$ cat src/hdl/twm_pkg.sv
// Constants, types and register map of the two-wire master transmitter
package twm_pkg;

  // ****************************************************************
  // Timing
  // ****************************************************************
  localparam int unsigned CLK_PERIOD_NS = 100;
  // Quarter of one serial bit time
  localparam int unsigned QTR_NS        = 2500;
  localparam int unsigned QTR_CYC       = (QTR_NS + CLK_PERIOD_NS - 1) / CLK_PERIOD_NS;
  localparam logic [4:0]  QTR_LAST      = 5'(QTR_CYC - 1);
  localparam logic [4:0]  DIV_ZERO      = 5'h00;

  // ****************************************************************
  // Register map
  // ****************************************************************
  localparam logic [7:0] CTRL_OFS  = 8'h00;
  localparam logic [7:0] STAT_OFS  = 8'h04;
  localparam logic [7:0] DATA_OFS  = 8'h08;
  localparam logic [7:0] ROLE_OFS  = 8'h0c;

  localparam logic [7:0] CTRL_RESET  = 8'h00;
  localparam logic [7:0] DATA_RESET  = 8'h00;
  localparam logic [1:0] PRESC_RESET = 2'h0;
  localparam logic [7:0] STATUS_MASK = 8'hf8;
  localparam logic [23:0] PAD_ZERO  = 24'h000000;
  localparam logic [31:0] RD_ZERO   = 32'h00000000;

  // Control register layout, bit 7 down to bit 0
  typedef struct packed {
    logic done;
    logic ack_generate_enable;
    logic start_request;
    logic stop_request;
    logic write_collision_flag;
    logic enable;
    logic reserved;
    logic irq_enable;
  } twm_ctrl_s;

  // ****************************************************************
  // Status codes, prescaler bits masked
  // ****************************************************************
  localparam logic [7:0] SC_START          = 8'h08;
  localparam logic [7:0] SC_RSTART         = 8'h10;
  localparam logic [7:0] ADDRESS_ACKED_CODE = 8'h18;
  localparam logic [7:0] SC_ADDR_NACK      = 8'h20;
  localparam logic [7:0] DATA_ACKED_CODE   = 8'h28;
  localparam logic [7:0] SC_DATA_NACK      = 8'h30;
  localparam logic [7:0] SC_ARB_LOST       = 8'h38;
  localparam logic [7:0] SC_IDLE           = 8'hf8;

  // ****************************************************************
  // Byte engine
  // ****************************************************************
  localparam logic [3:0] BIT_FIRST = 4'h0;
  localparam logic [3:0] BIT_ACK   = 4'h8;
  localparam logic [1:0] PH0       = 2'h0;
  localparam logic [1:0] PH1       = 2'h1;
  localparam logic [1:0] PH2       = 2'h2;
  localparam logic [1:0] PH3       = 2'h3;

  typedef enum logic [2:0] {
    S_IDLE,
    S_WAIT_FREE,
    S_START,
    S_HOLD,
    S_BIT,
    S_RSTART,
    S_STOP
  } twm_state_e;

endpackage

$ cat src/hdl/twm_sync.sv
// Two-flop synchroniser for pin inputs
`timescale 1ns/1ns
module twm_sync #(
  parameter int unsigned W = 1
) (
  input  wire logic         clk,
  input  wire logic         rst_n,
  input  wire logic [W-1:0] din,
  output logic      [W-1:0] dout
);

  logic [W-1:0] meta_r;

  // Idle bus level is high, so both stages reset high
  always_ff @(posedge clk or negedge rst_n) begin
    if (!rst_n) begin
      meta_r <= '1;
      dout   <= '1;
    end else begin
      meta_r <= din;
      dout   <= meta_r;
    end
  end

endmodule

$ cat src/hdl/twm_top.sv
// Two-wire master transmitter with APB register access
//
// Contract
// Four roles exist; this block runs master transmit
// Software masks prescaler bits before comparing status
// Transfer suspended while done flag is set
// Writing one clears done flag; zero keeps
// Software keeps enable set in every control write
// Master role starts with START, then address
// Start request waits bus free, then START
// After START, done set with start code
// Software loads address plus write, clears done
// After address and ack bit, done set with code
// Data write with done low discarded, collision set
// After each data byte and ack, done set
// Software repeats load and clear until last byte
// Stop request drives STOP on the bus
// Start request while holding gives repeated START
// Write bit low, ack low, eight-bit bytes
// Codes for address ack, nack, arbitration lost
// Data byte ack gives 28, nack 30
// Stop request bit clears after STOP sent
// Status and data stay stable while done set
`timescale 1ns/1ns
module twm_top (
  input  wire logic        pclk,
  input  wire logic        presetn,
  input  wire logic        psel,
  input  wire logic        penable,
  input  wire logic        pwrite,
  input  wire logic [7:0]  paddr,
  input  wire logic [31:0] pwdata,
  output logic      [31:0] prdata,
  output logic             pready,
  output logic             pslverr,
  input  wire logic        scl_i,
  output logic             scl_o,
  output logic             scl_oe,
  input  wire logic        sda_i,
  output logic             sda_o,
  output logic             sda_oe
);

  // ****************************************************************
  // Declarations
  // ****************************************************************
  twm_pkg::twm_ctrl_s  ctrl_r;
  twm_pkg::twm_ctrl_s  ctrl_nxt;
  twm_pkg::twm_ctrl_s  ctrl_wr;
  twm_pkg::twm_ctrl_s  ctrl_rd;
  twm_pkg::twm_state_e state_r;
  twm_pkg::twm_state_e state_nxt;

  logic [7:0]  data_r;
  logic [7:0]  code_r;
  logic [7:0]  code_nxt;
  logic [1:0]  presc_r;
  logic        role_r;
  logic        role_nxt;
  logic [1:0]  ph_r;
  logic [1:0]  ph_nxt;
  logic [3:0]  bit_r;
  logic [3:0]  bit_nxt;
  logic [7:0]  shift_r;
  logic [7:0]  shift_nxt;
  logic        addr_next_r;
  logic        addr_next_nxt;
  logic        rep_r;
  logic        rep_nxt;
  logic        nack_r;
  logic        nack_nxt;
  logic        scl_low_r;
  logic        scl_low_nxt;
  logic        sda_low_r;
  logic        sda_low_nxt;
  logic        done_set;
  logic        stop_clr;
  logic [4:0]  div_r;
  logic        tick_r;
  logic        busy_r;
  logic        scl_q_r;
  logic        sda_q_r;
  logic [31:0] prdata_r;
  logic [1:0]  pins_s;
  logic        scl_s;
  logic        sda_s;

  // ****************************************************************
  // Pin synchronisers
  // ****************************************************************
  twm_sync #(
    .W (2)
  ) u_sync (
    .clk   (pclk),
    .rst_n (presetn),
    .din   ({scl_i, sda_i}),
    .dout  (pins_s)
  );

  assign scl_s = pins_s[1];
  assign sda_s = pins_s[0];

  // Open-drain: the pads only ever pull low
  assign scl_o  = 1'b0;
  assign sda_o  = 1'b0;
  assign scl_oe = scl_low_r;
  assign sda_oe = sda_low_r;

  // ****************************************************************
  // APB decode
  // ****************************************************************
  wire acc_w    = psel & penable;
  wire setup_w  = psel & ~penable;
  wire wr_acc   = acc_w & pwrite;
  wire sel_ctrl = paddr == twm_pkg::CTRL_OFS;
  wire sel_stat = paddr == twm_pkg::STAT_OFS;
  wire sel_data = paddr == twm_pkg::DATA_OFS;
  wire sel_role = paddr == twm_pkg::ROLE_OFS;
  wire mapped   = sel_ctrl | sel_stat | sel_data | sel_role;
  wire ctrl_we  = wr_acc & sel_ctrl;
  wire stat_we  = wr_acc & sel_stat;
  wire data_we  = wr_acc & sel_data;
  // Data register only accepts writes while the engine is parked
  wire data_ok  = data_we & ctrl_r.done;
  wire data_col = data_we & ~ctrl_r.done;

  // Zero wait states; read data is staged in the setup cycle
  assign pready  = 1'b1;
  assign pslverr = acc_w & ~mapped;
  assign prdata  = prdata_r;

  assign ctrl_wr = twm_pkg::twm_ctrl_s'(pwdata[7:0]);

  always_comb begin
    ctrl_rd          = ctrl_r;
    ctrl_rd.reserved = 1'b0;
  end

  // Software compares only the masked code; prescaler bits sit below
  wire [7:0] stat_rd = (code_r & twm_pkg::STATUS_MASK) | {6'h00, presc_r};

  wire [31:0] rd_mux = sel_ctrl ? {twm_pkg::PAD_ZERO, ctrl_rd} :
                       sel_stat ? {twm_pkg::PAD_ZERO, stat_rd} :
                       sel_data ? {twm_pkg::PAD_ZERO, data_r} :
                       sel_role ? {31'h00000000, role_r} :
                       twm_pkg::RD_ZERO;

  always_ff @(posedge pclk or negedge presetn) begin
    if (!presetn) begin
      prdata_r <= twm_pkg::RD_ZERO;
    end else if (setup_w) begin
      prdata_r <= rd_mux;
    end
  end

  // ****************************************************************
  // Control register
  // ****************************************************************
  always_comb begin
    ctrl_nxt = ctrl_r;
    if (ctrl_we) begin
      ctrl_nxt.ack_generate_enable = ctrl_wr.ack_generate_enable;
      ctrl_nxt.start_request       = ctrl_wr.start_request;
      ctrl_nxt.stop_request        = ctrl_wr.stop_request;
      ctrl_nxt.enable              = ctrl_wr.enable;
      ctrl_nxt.irq_enable          = ctrl_wr.irq_enable;
    end else if (stop_clr) begin
      ctrl_nxt.stop_request = 1'b0;
    end
    // Writing one clears; hardware setting in the same cycle wins
    if (done_set) begin
      ctrl_nxt.done = 1'b1;
    end else if (ctrl_we && ctrl_wr.done) begin
      ctrl_nxt.done = 1'b0;
    end
    if (data_col) begin
      ctrl_nxt.write_collision_flag = 1'b1;
    end else if (data_ok) begin
      ctrl_nxt.write_collision_flag = 1'b0;
    end
    ctrl_nxt.reserved = 1'b0;
  end

  always_ff @(posedge pclk or negedge presetn) begin
    if (!presetn) begin
      ctrl_r  <= twm_pkg::twm_ctrl_s'(twm_pkg::CTRL_RESET);
      data_r  <= twm_pkg::DATA_RESET;
      presc_r <= twm_pkg::PRESC_RESET;
    end else begin
      ctrl_r <= ctrl_nxt;
      if (data_ok) begin
        data_r <= pwdata[7:0];
      end
      if (stat_we) begin
        presc_r <= pwdata[1:0];
      end
    end
  end

  // ****************************************************************
  // Quarter-bit tick and bus watcher
  // ****************************************************************
  always_ff @(posedge pclk or negedge presetn) begin
    if (!presetn) begin
      div_r  <= twm_pkg::DIV_ZERO;
      tick_r <= 1'b0;
    end else begin
      tick_r <= div_r == twm_pkg::QTR_LAST;
      div_r  <= (div_r == twm_pkg::QTR_LAST) ? twm_pkg::DIV_ZERO : div_r + 5'h01;
    end
  end

  wire sda_fall = sda_q_r & ~sda_s & scl_s & scl_q_r;
  wire sda_rise = ~sda_q_r & sda_s & scl_s & scl_q_r;

  // Any START on the bus marks it busy until a STOP is seen
  always_ff @(posedge pclk or negedge presetn) begin
    if (!presetn) begin
      scl_q_r <= 1'b1;
      sda_q_r <= 1'b1;
      busy_r  <= 1'b0;
    end else begin
      scl_q_r <= scl_s;
      sda_q_r <= sda_s;
      if (sda_fall) begin
        busy_r <= 1'b1;
      end else if (sda_rise) begin
        busy_r <= 1'b0;
      end
    end
  end

  // ****************************************************************
  // Byte engine
  // ****************************************************************
  wire run      = ctrl_r.enable;
  wire adv      = tick_r & run;
  wire ack_bit  = bit_r == twm_pkg::BIT_ACK;
  // Released high bit read back low means another master won
  wire arb_lost = ~ack_bit & ~sda_low_r & ~sda_s;

  always_comb begin
    state_nxt     = state_r;
    ph_nxt        = ph_r;
    bit_nxt       = bit_r;
    shift_nxt     = shift_r;
    addr_next_nxt = addr_next_r;
    rep_nxt       = rep_r;
    nack_nxt      = nack_r;
    role_nxt      = role_r;
    code_nxt      = code_r;
    scl_low_nxt   = scl_low_r;
    sda_low_nxt   = sda_low_r;
    done_set      = 1'b0;
    stop_clr      = 1'b0;
    if (!run) begin
      state_nxt   = twm_pkg::S_IDLE;
      scl_low_nxt = 1'b0;
      sda_low_nxt = 1'b0;
    end else begin
      case (state_r)
        twm_pkg::S_IDLE: begin
          rep_nxt = 1'b0;
          if (ctrl_r.start_request && !ctrl_r.done) begin
            state_nxt = twm_pkg::S_WAIT_FREE;
          end
        end
        twm_pkg::S_WAIT_FREE: begin
          if (adv && !busy_r && scl_s && sda_s) begin
            state_nxt = twm_pkg::S_START;
            ph_nxt    = twm_pkg::PH0;
          end
        end
        twm_pkg::S_START: begin
          if (adv) begin
            ph_nxt = ph_r + 2'h1;
            case (ph_r)
              twm_pkg::PH0: begin
                sda_low_nxt = 1'b1;
              end
              twm_pkg::PH2: begin
                scl_low_nxt   = 1'b1;
                done_set      = 1'b1;
                code_nxt      = rep_r ? twm_pkg::SC_RSTART : twm_pkg::SC_START;
                addr_next_nxt = 1'b1;
                state_nxt     = twm_pkg::S_HOLD;
              end
              default: begin
              end
            endcase
          end
        end
        twm_pkg::S_HOLD: begin
          // SCL stays low until software clears the done flag
          if (!ctrl_r.done) begin
            ph_nxt = twm_pkg::PH0;
            if (ctrl_r.stop_request) begin
              state_nxt = twm_pkg::S_STOP;
            end else if (ctrl_r.start_request) begin
              state_nxt = twm_pkg::S_RSTART;
            end else begin
              state_nxt = twm_pkg::S_BIT;
              bit_nxt   = twm_pkg::BIT_FIRST;
              shift_nxt = data_r;
              if (addr_next_r) begin
                role_nxt = data_r[0];
              end
            end
          end
        end
        twm_pkg::S_BIT: begin
          if (adv) begin
            case (ph_r)
              twm_pkg::PH0: begin
                // Write bit and data zeros pull SDA low, ones release it; ack slot released
                sda_low_nxt = ack_bit ? 1'b0 : ~shift_r[7];
                ph_nxt      = twm_pkg::PH1;
              end
              twm_pkg::PH1: begin
                scl_low_nxt = 1'b0;
                ph_nxt      = twm_pkg::PH2;
              end
              twm_pkg::PH2: begin
                // Waiting here honours a slave stretching SCL
                if (scl_s) begin
                  if (arb_lost) begin
                    sda_low_nxt = 1'b0;
                    done_set    = 1'b1;
                    code_nxt    = twm_pkg::SC_ARB_LOST;
                    state_nxt   = twm_pkg::S_IDLE;
                  end else begin
                    nack_nxt = sda_s;
                    ph_nxt   = twm_pkg::PH3;
                  end
                end
              end
              default: begin
                scl_low_nxt = 1'b1;
                ph_nxt      = twm_pkg::PH0;
                if (ack_bit) begin
                  done_set      = 1'b1;
                  addr_next_nxt = 1'b0;
                  state_nxt     = twm_pkg::S_HOLD;
                  if (addr_next_r) begin
                    code_nxt = nack_r ? twm_pkg::SC_ADDR_NACK
                                      : twm_pkg::ADDRESS_ACKED_CODE;
                  end else begin
                    code_nxt = nack_r ? twm_pkg::SC_DATA_NACK
                                      : twm_pkg::DATA_ACKED_CODE;
                  end
                end else begin
                  shift_nxt = {shift_r[6:0], 1'b0};
                  bit_nxt   = bit_r + 4'h1;
                end
              end
            endcase
          end
        end
        twm_pkg::S_RSTART: begin
          if (adv) begin
            case (ph_r)
              twm_pkg::PH0: begin
                sda_low_nxt = 1'b0;
                ph_nxt      = twm_pkg::PH1;
              end
              twm_pkg::PH1: begin
                scl_low_nxt = 1'b0;
                ph_nxt      = twm_pkg::PH2;
              end
              default: begin
                if (scl_s) begin
                  state_nxt = twm_pkg::S_START;
                  rep_nxt   = 1'b1;
                  ph_nxt    = twm_pkg::PH0;
                end
              end
            endcase
          end
        end
        twm_pkg::S_STOP: begin
          if (adv) begin
            case (ph_r)
              twm_pkg::PH0: begin
                sda_low_nxt = 1'b1;
                ph_nxt      = twm_pkg::PH1;
              end
              twm_pkg::PH1: begin
                scl_low_nxt = 1'b0;
                ph_nxt      = twm_pkg::PH2;
              end
              twm_pkg::PH2: begin
                if (scl_s) begin
                  sda_low_nxt = 1'b0;
                  ph_nxt      = twm_pkg::PH3;
                end
              end
              default: begin
                stop_clr  = 1'b1;
                rep_nxt   = 1'b0;
                // Start still requested: STOP then a fresh START
                state_nxt = ctrl_r.start_request ? twm_pkg::S_WAIT_FREE
                                                 : twm_pkg::S_IDLE;
              end
            endcase
          end
        end
        default: begin
          state_nxt = twm_pkg::S_IDLE;
        end
      endcase
    end
  end

  always_ff @(posedge pclk or negedge presetn) begin
    if (!presetn) begin
      state_r     <= twm_pkg::S_IDLE;
      ph_r        <= twm_pkg::PH0;
      bit_r       <= twm_pkg::BIT_FIRST;
      shift_r     <= twm_pkg::DATA_RESET;
      addr_next_r <= 1'b0;
      rep_r       <= 1'b0;
      nack_r      <= 1'b0;
      role_r      <= 1'b0;
      code_r      <= twm_pkg::SC_IDLE;
      scl_low_r   <= 1'b0;
      sda_low_r   <= 1'b0;
    end else begin
      state_r     <= state_nxt;
      ph_r        <= ph_nxt;
      bit_r       <= bit_nxt;
      shift_r     <= shift_nxt;
      addr_next_r <= addr_next_nxt;
      rep_r       <= rep_nxt;
      nack_r      <= nack_nxt;
      role_r      <= role_nxt;
      code_r      <= code_nxt;
      scl_low_r   <= scl_low_nxt;
      sda_low_r   <= sda_low_nxt;
    end
  end

endmodule

$ cat config.mk
export PLATFORM = sky130hd
export DESIGN_NAME = twm_top
export DESIGN_NICKNAME = d
export VERILOG_FILES = /design/src/hdl/twm_pkg.sv /design/src/hdl/twm_sync.sv /design/src/hdl/twm_top.sv
export SDC_FILE = /design/constraint.sdc
export NUM_CORES = 1
export LEC_CHECK = 0
export ABC_AREA = 0
export BUFFER_PORTS_ARGS = -buffer_cell sky130_fd_sc_hd__buf_2
export CAP_MARGIN = 30
export CORE_UTILIZATION = 45
export DETAILED_ROUTE_END_ITERATION = 10
export PLACE_DENSITY = 0.68
export SYNTH_ARGS = -nofsm -noshare
export SYNTH_HDL_FRONTEND = slang
export SYNTH_SLANG_ARGS = --single-unit
export TNS_END_PERCENT = 100
$ cat constraint.sdc
create_clock -name pclk -period 5.1 [get_ports pclk]
set_input_delay 1.02 -clock pclk [delete_from_list [all_inputs] [get_ports pclk]]
set_output_delay 1.02 -clock pclk [all_outputs]
set_load 0.05 [all_outputs]
======== Word-level counts from Yosys, hierarchy flattened ========
Cells that the tools add are included.
word-level totals
  logic and storage cells ................. 275
  output and inout bits ................... 38
  register bits after elaboration ......... 93
cells by class
  bitwise logic cells ..................... 33
  $add $sub $neg .......................... 3
  eq/ne operators ......................... 61
  multiplexer cells ....................... 118
  reduce and logical (&&, ||, !) cells .... 32
operators by type and width
  operator                                               number
  two-way mux 8 bit                                      15
  inequality test 3 bit, second input constant           17
  case mux 8 bit (2 select lines)                        3
  two-way mux 1 bit                                      47
  two-way mux 3 bit                                      15
  inequality test 2 bit, second input constant           15
  two-way mux 4 bit                                      6
  two-way mux 2 bit                                      11
  case mux 3 bit (7 select lines)                        1
  AND reduction 7 bit                                    3
  bitwise AND 1 bit                                      18
  == test 8 x 4 -> 1 bit, second input constant          2
  inequality test 4 x 3 -> 1 bit, second input constant  4
  two-way mux 5 bit                                      3
  inequality test 3 x 2 -> 1 bit, second input constant  5
  AND reduction 15 bit                                   1
  AND reduction 13 bit                                   1
  two-way mux 6 bit                                      2
  inequality test 4 bit, second input constant           3
  case mux 1 bit (2 select lines)                        6
  case mux 2 bit (3 select lines)                        2
  case mux 2 bit (6 select lines)                        1
  AND reduction 12 bit                                   1
  AND reduction 6 bit                                    2
  34 further kinds                                       63

======== Logic depth before layout (Yosys ltp) ========
Gate-level depths: netlist (run 1).
  word-level depth ........................ 11
  depth in mapped cells ................... 8
  mapped depth without buffers ............ 7

======== Modules after synthesis ========
Synthesis (run 1) repeated with hierarchy kept, for this count alone.
unflattened totals
  cells, all modules ...................... 393
  area total of the unflattened synthesis .. 3883.7 sq um
modules (own cells, without submodules)
  module    cells an instance  area an instance (sq um)  times used  seq. area each (sq um)
  twm_top   389                3778.6                    1           1534.0
  twm_sync  4                  105.1                     1           105.1

======== Worst setup path before layout (run 1) ========
Ideal clock, no wire load.
  path kind ............................... input -> output
  start ................................... in paddr[5]
  end ..................................... out pslverr
  path slack .............................. 2.268 ns
  data arrival time ....................... 1.812 ns
  required time ........................... 4.080 ns
  cell stages on the path ................. 3
  buffers on the path ..................... 0
  path through ............................ nor4_2 -> nand2_2 -> and3_1
on the way
  cells in the longest elaborated chain, start to end .. 6
  elaborated cells on any way between the ends .. 9
RTL lines
  element                                                    RTL line                        RTL
  start, declared                                            twm_top.sv:31                   input wire logic [7:0] paddr,
  == test 8 x 3 -> 1 bit or zero test 8 bit (tied branches)  twm_top.sv:116, twm_top.sv:115
  OR 1 bit (2 in series)                                     twm_top.sv:119                  wire mapped = sel_ctrl | sel_stat | sel_data | sel_role;
  OR 1 bit (*)                                               twm_top.sv:119
  NOT 1 bit (*)                                              twm_top.sv:129                  assign pslverr = acc_w & ~mapped;
  bitwise AND 1 bit (*)                                      twm_top.sv:129
  end, declared                                              twm_top.sv:35                   output logic pslverr,
Mark *: on every way between the ends. The rest lies on a longest branch, timed or not.

======== Final worst setup path (run 1) ========
Ends and elaborated chain as after synthesis.

==> impl_metrics.yaml, run 1 <==
clocking:
  cts.repair.resized: 0
  clockRootBuffer: "clkbuf_8"
  clock_latency_ns: 0.35
  clock_path_buffers: 2
  cts_tree: "yes"
  cts.clk_slew.worst_paths_ns: 0.06
  htreeDepth: 3
  cts_sinks: 65
  cts_buffers: 9
  postCtsHoldBufs: 0
  cts_setup_buffers: 0
detailed_routing:
  vias: 2861
  drc_errors: 0
  dr.pass1.iters: 4
  avgViaCountPerCell: 5.481
  detail-route-antenna-nets: 0
  detail_route.wl_per_cell_um: 15.11
  drt_iter0_drc: 287
  wirelength_mm: 7.888
worst_setup_path:
  cp_max_fo: 7
  slowest_stage: "nor4_2"
  critical_path_buf_inv_count: 2
  crit_type: "in2out"
  crit_path_frequent_cell: "buf_2"
  max_stage_delay_ns: 0.29
  critical_path_cell_count: 5
  cp_top_family: "simple AND/OR/NAND/NOR gates"
  rr_worst_depth: 5
  worstPathCellList: "buf_2, nor4_2, nand2_2, and3_1, buf_2"
  cp-end-kind: "output pin"
  worstPathRequired_ns: 4.08
  arrival_ns: 2.01
  start_kind: "primary input"
hold_path:
  min_delay_path_depth: 0
  min_path_type: "reg2reg"
timing:
  tightestPinTransition_ns: 0.9181
  hold_violations: 0
  finalSetupTns_ns: 0
  setup_viol: 0
  max_freq_mhz: 330.2
  layout_worst_path_cycle_share_pct: 59.37
  report.final.slew_viol_count: 0
  fin_crit_ns: 3.028
  skew_ns: 0.01249
  relSlewSlack_pct: 38.57
  rsz0062_at_grt: "false"
placement:
  placed_area_um2: 3866
  port_buffers: 33
  hpwl_mm: 5.494
  gp_congestion: 0.9210
power_and_ir_drop:
  peakVddDrop_v: 0.0001492
  combPwrFrac_pct: 28.7
  clock_power_share_pct: 30.4
  p_int_w: 0.001002
  p_seq_share_pct: 40.9
  swShare_pct: 36.83
  p_leak_nw: 1.928
  p_per_area_nw_per_um2: 387.7
  power.switching_w: 0.0005843
synth:
  synth-edff-count: 0
  synth_cells: 387
  ys_seq_area_share_pct: 43.51
  synthArstFlopShare_pct: 100.0
  synth.ff_latch_count: 65
  syn_area_per_cell_um2: 9.735
  synth_top_area_share_pct: 36.53
  synth_area_leaders: "dfrtp_1 (37%), dfstp_2 (7.0%), buf_4 (6.0%)"
  synth_area_um2: 3767
  yosysTopAreaCell: "dfrtp_1"
  synth_cell_types: 65
  yosys_warnings: 0
  dominantRegCellSynth: "dfrtp_1"
cells_and_area:
  multi_input_area_um2: 1844
  seq_area_um2: 1639
  nFillCells: 762
  syn_to_final_growth_pct: 8.635
  num-nets-final: 469
  drive_gt1_share_pct: 22.30
  stdcell_area_um2: 4093
  n_antenna_cell: 0
floorplan:
  dieWidth_um: 93.50
  start_util_pct: 46.08
  die_h_um: 93.50
  placeableCoreArea_um2: 8175
  die-area_um2: 8742
  core.rowCount: 33
  pin_count: 85
global_route:
  grt_pass1_vias: 2671
  grt_max_degree: 66
  grt_pass1_wl_mm: 13.23
  grt_remaining_overflow: 0
  antenna_found_initial: 0
  grt_util_all_layers_pct: 19.69
job:
  cap_violations: 0
status:
  status: "complete, no violations"
[registers in the layout, summed over array words and instances, names as in the netlist, 2 cells and up]
| signal | flops |
|---|---|
| bit_r | 4 |
| code_r | 4 |
| u_sync.meta_r | 2 |
| shift_r | 8 |
| u_sync.dout | 2 |
| state_r | 3 |
| div_r | 5 |
| ph_r | 2 |
| ctrl_r | 6 |
| presc_r | 2 |
| prdata | 8 |
| data_r | 8 |
[worst reg2reg max path: stages, from the launching register on]
cell and delay [ns]:
dfrtp_1 0.80, nand2b_1 0.15, nor2_1 0.72, a221oi_1 0.24, nor4_2 0.45, mux2i_1 0.23
[power by group through the flow]
stage | clock (W) | sequential [W] | combinational, W
final | 0.000483 | 0.000648 | 0.000456
after global routing | 0.000519 | 0.000659 | 0.000502
after CTS | 0.000491 | 0.000646 | 0.000451
after detailed placement | 0 | 0.000656 | 0.000449
after global placement | 0 | 0.000654 | 0.000440
after floorplan | 0 | 0.000629 | 0.000395
[metal layers]
layer  routed length, um  global-route usage, %  up-vias
li1                    -                      -     1365
met1                3578                  26.93     1379
met2                3745                  29.17      103
met3                 440                  5.203       14
met4                 123                  8.846        0
met5                   0                      0        -
[Yosys cell counts (2+ instances only)]
cell,instances
conb_1,2
o21ai_0,20
a22oi_1,2
o21ai_2,2
o211ai_1,2
nand2b_1,7
or3_1,2
nand3_1,7
a22o_1,7
a21oi_1,12
nand3b_1,2
mux2_2,15
mux2i_1,10
buf_2,5
mux2_4,3
buf_4,30
a21o_1,2
nor2_1,25
nor2b_1,6
ha_1,10
a311oi_1,4
nor4_2,2
a31oi_1,12
nand4_1,3
o2bb2ai_1,2
nor3_1,8
and3_1,5
nor3b_1,3
nand2_1,40
o22ai_1,3
dfstp_2,10
inv_1,21
xor2_1,3
o2111ai_1,3
o31ai_1,3
and2_1,2
clkbuf_1,10
dfrtp_1,55
[per-stage QoR]
step / total power (W) / utilization, % / worst slack, ns / hold WS, ns / cells
2_1_floorplan: 0.001025 / - / 2.268 / 0.3452 / 412
3_3_place_gp: 0.001094 / 47.29 / 2.093 / 0.3454 / 505
3_5_place_dp: 0.001104 / 47.29 / 2.074 / 0.3468 / 505
4_1_cts: 0.001588 / 49.97 / 2.067 / 0.3575 / 521
5_1_grt: 0.001680 / 50.06 / 2.017 / 0.3590 / 522
6_report: 0.001587 / 50.06 / 2.072 / 0.3561 / 522
[logic make-up after synthesis]
kind of cell             count (synthesis)  synth area share, %
AO/OA/AOI/OAI                           87                15.74
XOR/XNOR                                 4               0.9301
AND/OR/NAND/NOR                        123                17.34
buffers and inverters                   67                10.03
multiplexers                            29                8.934
flip-flops                              65                43.51
other                                    2               0.1993
adder cells (fa/ha/maj)                 10                3.321
[layout make-up]
| cell class | instances | share of cell area (%) |
|---|---|---|
| clock inverters | 7 | 2.323 |
| clock buffers | 9 | 3.027 |
| multi-input cells | 280 | 45.06 |
| flip-flops and latches | 65 | 40.05 |
| well taps | 105 | 3.210 |
| inverters | 21 | 1.926 |
| repair buffers | 35 | 4.402 |
[cell usage in the layout (no fill, tap or decap), types with 10 or more instances in the layout]
cell type / netlist / layout
a21oi_1: 12 / 12
a31oi_1: 12 / 12
buf_2: 5 / 33
conb_1: 2 / 27
dfrtp_1: 55 / 55
dfstp_2: 10 / 10
ha_1: 10 / 10
inv_1: 21 / 21
mux2_2: 15 / 15
mux2i_1: 10 / 10
nand2_1: 40 / 40
nor2_1: 25 / 25
o21ai_0: 20 / 20
[worst paths after layout]
path	start	end	slack [ns]
hold / removal	u_sync.meta_r[1]	u_sync.dout[1]	0.36
max in group asynchronous	presetn	nack_r	3.71
hold reg to reg	u_sync.meta_r[1]	u_sync.dout[1]	0.36
min in group asynchronous	presetn	prdata[7]	0.84
setup reg to reg	state_r[2]	ph_r[1]	2.43
setup / recovery	paddr[5]	pslverr	2.07
Power figures use the tool's default switching activity.
==> inputs of run 2 (changes only) <==
--- a/config.mk
+++ b/config.mk
@@ -5,12 +5,12 @@
 export SDC_FILE = /design/constraint.sdc
 export NUM_CORES = 1
 export LEC_CHECK = 0
-export ABC_AREA = 0
+export ABC_AREA = 1
 export BUFFER_PORTS_ARGS = -buffer_cell sky130_fd_sc_hd__buf_2
 export CAP_MARGIN = 30
 export CORE_UTILIZATION = 45
 export DETAILED_ROUTE_END_ITERATION = 10
-export PLACE_DENSITY = 0.68
+export PLACE_DENSITY = 0.7
 export SYNTH_ARGS = -nofsm -noshare
 export SYNTH_HDL_FRONTEND = slang
 export SYNTH_SLANG_ARGS = --single-unit
==> constraint.sdc (replaced) <==
create_clock -name pclk -period 2.72 [get_ports pclk]
set_input_delay 0.544 -clock pclk [delete_from_list [all_inputs] [get_ports pclk]]
set_output_delay 0.544 -clock pclk [all_outputs]
set_load 0.05 [all_outputs]
==> impl_metrics.yaml, run 2 <==
cells_and_area:
  syn_to_final_growth_pct: 9.740
  drive_gt1_share_pct: 20.42
  seq_area_um2: 1639
  num-nets-final: 625
  stdcell_area_um2: 4483
  n_antenna_cell: 0
  final_common_cell: "nand2_1"
  multi_input_area_um2: 2011
  layout_common_cells: "nand2_1 (124), dfrtp_1 (55), nand3_1 (54), inv_1 (54), nor2_1 (44)"
  nFillCells: 850
global_route:
  grt_pass1_vias: 3522
  grt_remaining_overflow: 0
  grt_max_degree: 48
  grt_util_all_layers_pct: 21.24
  grt_pass1_wl_mm: 16.41
  antenna_found_initial: 0
placement:
  dp_slack_ns: 0.5468
  hpwl_mm: 6.979
  gp_congestion: 0.9649
  placed_area_um2: 4282
  port_buffers: 33
synth:
  synth-edff-count: 0
  synth_cell_types: 44
  ys_seq_area_share_pct: 40.12
  yosys_warnings: 0
  dominantRegCellSynth: "dfrtp_1"
  synth_most_common_cell: "nand2_1"
  synth_area_um2: 4085
  syn_area_per_cell_um2: 7.722
  yosysTopAreaCell: "dfrtp_1"
  synth_area_leaders: "dfrtp_1 (34%), nand2_1 (11%), nand3_1 (6.6%)"
  synth_common_cells: "nand2_1 (124), dfrtp_1 (55), inv_1 (54), nand3_1 (54), nor2_1 (44)"
  synth_top_area_share_pct: 33.69
  synthArstFlopShare_pct: 100.0
  synth.ff_latch_count: 65
  synth_cells: 529
clocking:
  postCtsHoldBufs: 0
  cts_sinks: 65
  cts_buffers: 9
  cts.repair.resized: 0
  clockRootBuffer: "clkbuf_8"
  cts_setup_buffers: 0
  cts_tree: "yes"
  htreeDepth: 3
  clock_latency_ns: 0.34
  clock_path_buffers: 2
  cts.clk_slew.worst_paths_ns: 0.08
power_and_ir_drop:
  p_leak_nw: 2.244
  finalPower_w: 0.002038
  p_per_area_nw_per_um2: 454.5
  peakVddDrop_v: 0.0003191
timing:
  max_freq_mhz: 445.7
  final.hold.worst_slack_ns: 0.1378
  tightestPinTransition_ns: 0.6896
  report.final.slew_viol_count: 0
  skew_ns: 0.008030
  setup_viol: 0
  finalSetupTns_ns: 0
  timing.final.ws_setup_ns: 0.4762
  fin_crit_ns: 2.244
  layout_worst_path_cycle_share_pct: 82.49
  relSlewSlack_pct: 54.03
  rsz0062_at_grt: "false"
  hold_violations: 0
worst_setup_path:
  worstPathRequired_ns: 2.99
  start_kind: "register"
  arrival_ns: 2.52
  cp_max_fo: 7
  cp-end-kind: "register"
  crit_type: "reg2reg"
floorplan:
  die-area_um2: 9463
  die_h_um: 97.28
  start_util_pct: 46.62
  pin_count: 85
  core.rowCount: 34
  dieWidth_um: 97.28
  placeableCoreArea_um2: 8763
detailed_routing:
  dr.pass1.iters: 4
  drc_errors: 0
  drt_iter0_drc: 255
  detail-route-antenna-nets: 0
  avgViaCountPerCell: 5.229
  vias: 3561
  wirelength_mm: 9.410
  detail_route.wl_per_cell_um: 13.82
job:
  cap_violations: 0
hold_path:
  min_path_type: "in2async"
status:
  status: "complete, no violations"
==> run 2: cell types whose count changed in the layout (fill, tap and decap cells not counted), moves of 8 or more <==
| cell | before | now |
|---|---|---|
| mux2_2 | 15 | 0 |
| a31oi_1 | 12 | 1 |
| nand3_1 | 7 | 54 |
| o21ai_2 | 2 | 17 |
| mux2i_1 | 10 | 2 |
| nor2_1 | 25 | 44 |
| inv_1 | 21 | 54 |
| nand2_1 | 40 | 124 |
| o21ai_0 | 20 | 30 |
==> run 2: worst max-delay path: stages (launching register included) <==
cell	delay, ns
dfrtp_1	0.44
inv_1	0.16
ha_1	0.31
inv_1	0.21
nand3_1	0.28
o22ai_1	0.12
a21oi_1	0.36
nand2_1	0.16
nand2_1	0.08
nand2_1	0.05
==> run 2: final timing paths <==
path,from,to,slack [ns],depth (start not counted)
worst max register to register,ph_r[0],code_r[4],0.48,9
worst max-delay path,ph_r[0],code_r[4],0.48,9
min in group pclk,sda_i,u_sync.meta_r[0],0.30,1
max in group asynchronous,presetn,code_r[6],1.92,2
worst min-delay path,presetn,div_r[0],0.14,1
worst min register to register,u_sync.meta_r[0],u_sync.dout[0],0.36,0
==> run 2: area by class of cell <==
class | instances | share of cell area [%]
repair buffers | 44 | 6.084
clock inverters | 7 | 1.730
inverters | 59 | 4.996
well taps | 108 | 3.014
flip-flops and latches | 65 | 36.56
clock buffers | 9 | 2.763
multi-input cells | 389 | 44.85
==> run 2: power breakdown <==
group	leakage, nW	internal [W]	switching [W]
combinational	1.29	0.0000346	0.000161
sequential	0.853	0.000985	0.0000126
clock	0.100	0.000431	0.000413
total	2.24	0.00145	0.000587
==> run 2: logic make-up after synthesis <==
logic type	after synthesis	synth area share, %
and+or+nand+nor	269	30.48
buffers and inverters	100	13.08
AOI/OAI and AO/OA	78	11.95
DFF	65	40.12
adders and majority gates	10	3.063
xor gates and xnor gates	3	0.6433
other	2	0.1838
muxes	2	0.4901
==> run 2: layer usage <==
metal,up-vias,part of all wire [%],track usage (%)
met5,-,0,0
met4,0,1.1,6.448
met3,8,4.5,3.237
met2,109,48,34.78
met1,1692,46,29.13
li1,1752,-,-
==> run 2: stage by stage <==
step	std cells	utilization, %
3_3_place_gp	665	48.86
4_1_cts	681	51.16
2_1_floorplan	554	-
6_report	681	51.16
5_1_grt	681	51.16
3_5_place_dp	665	48.86
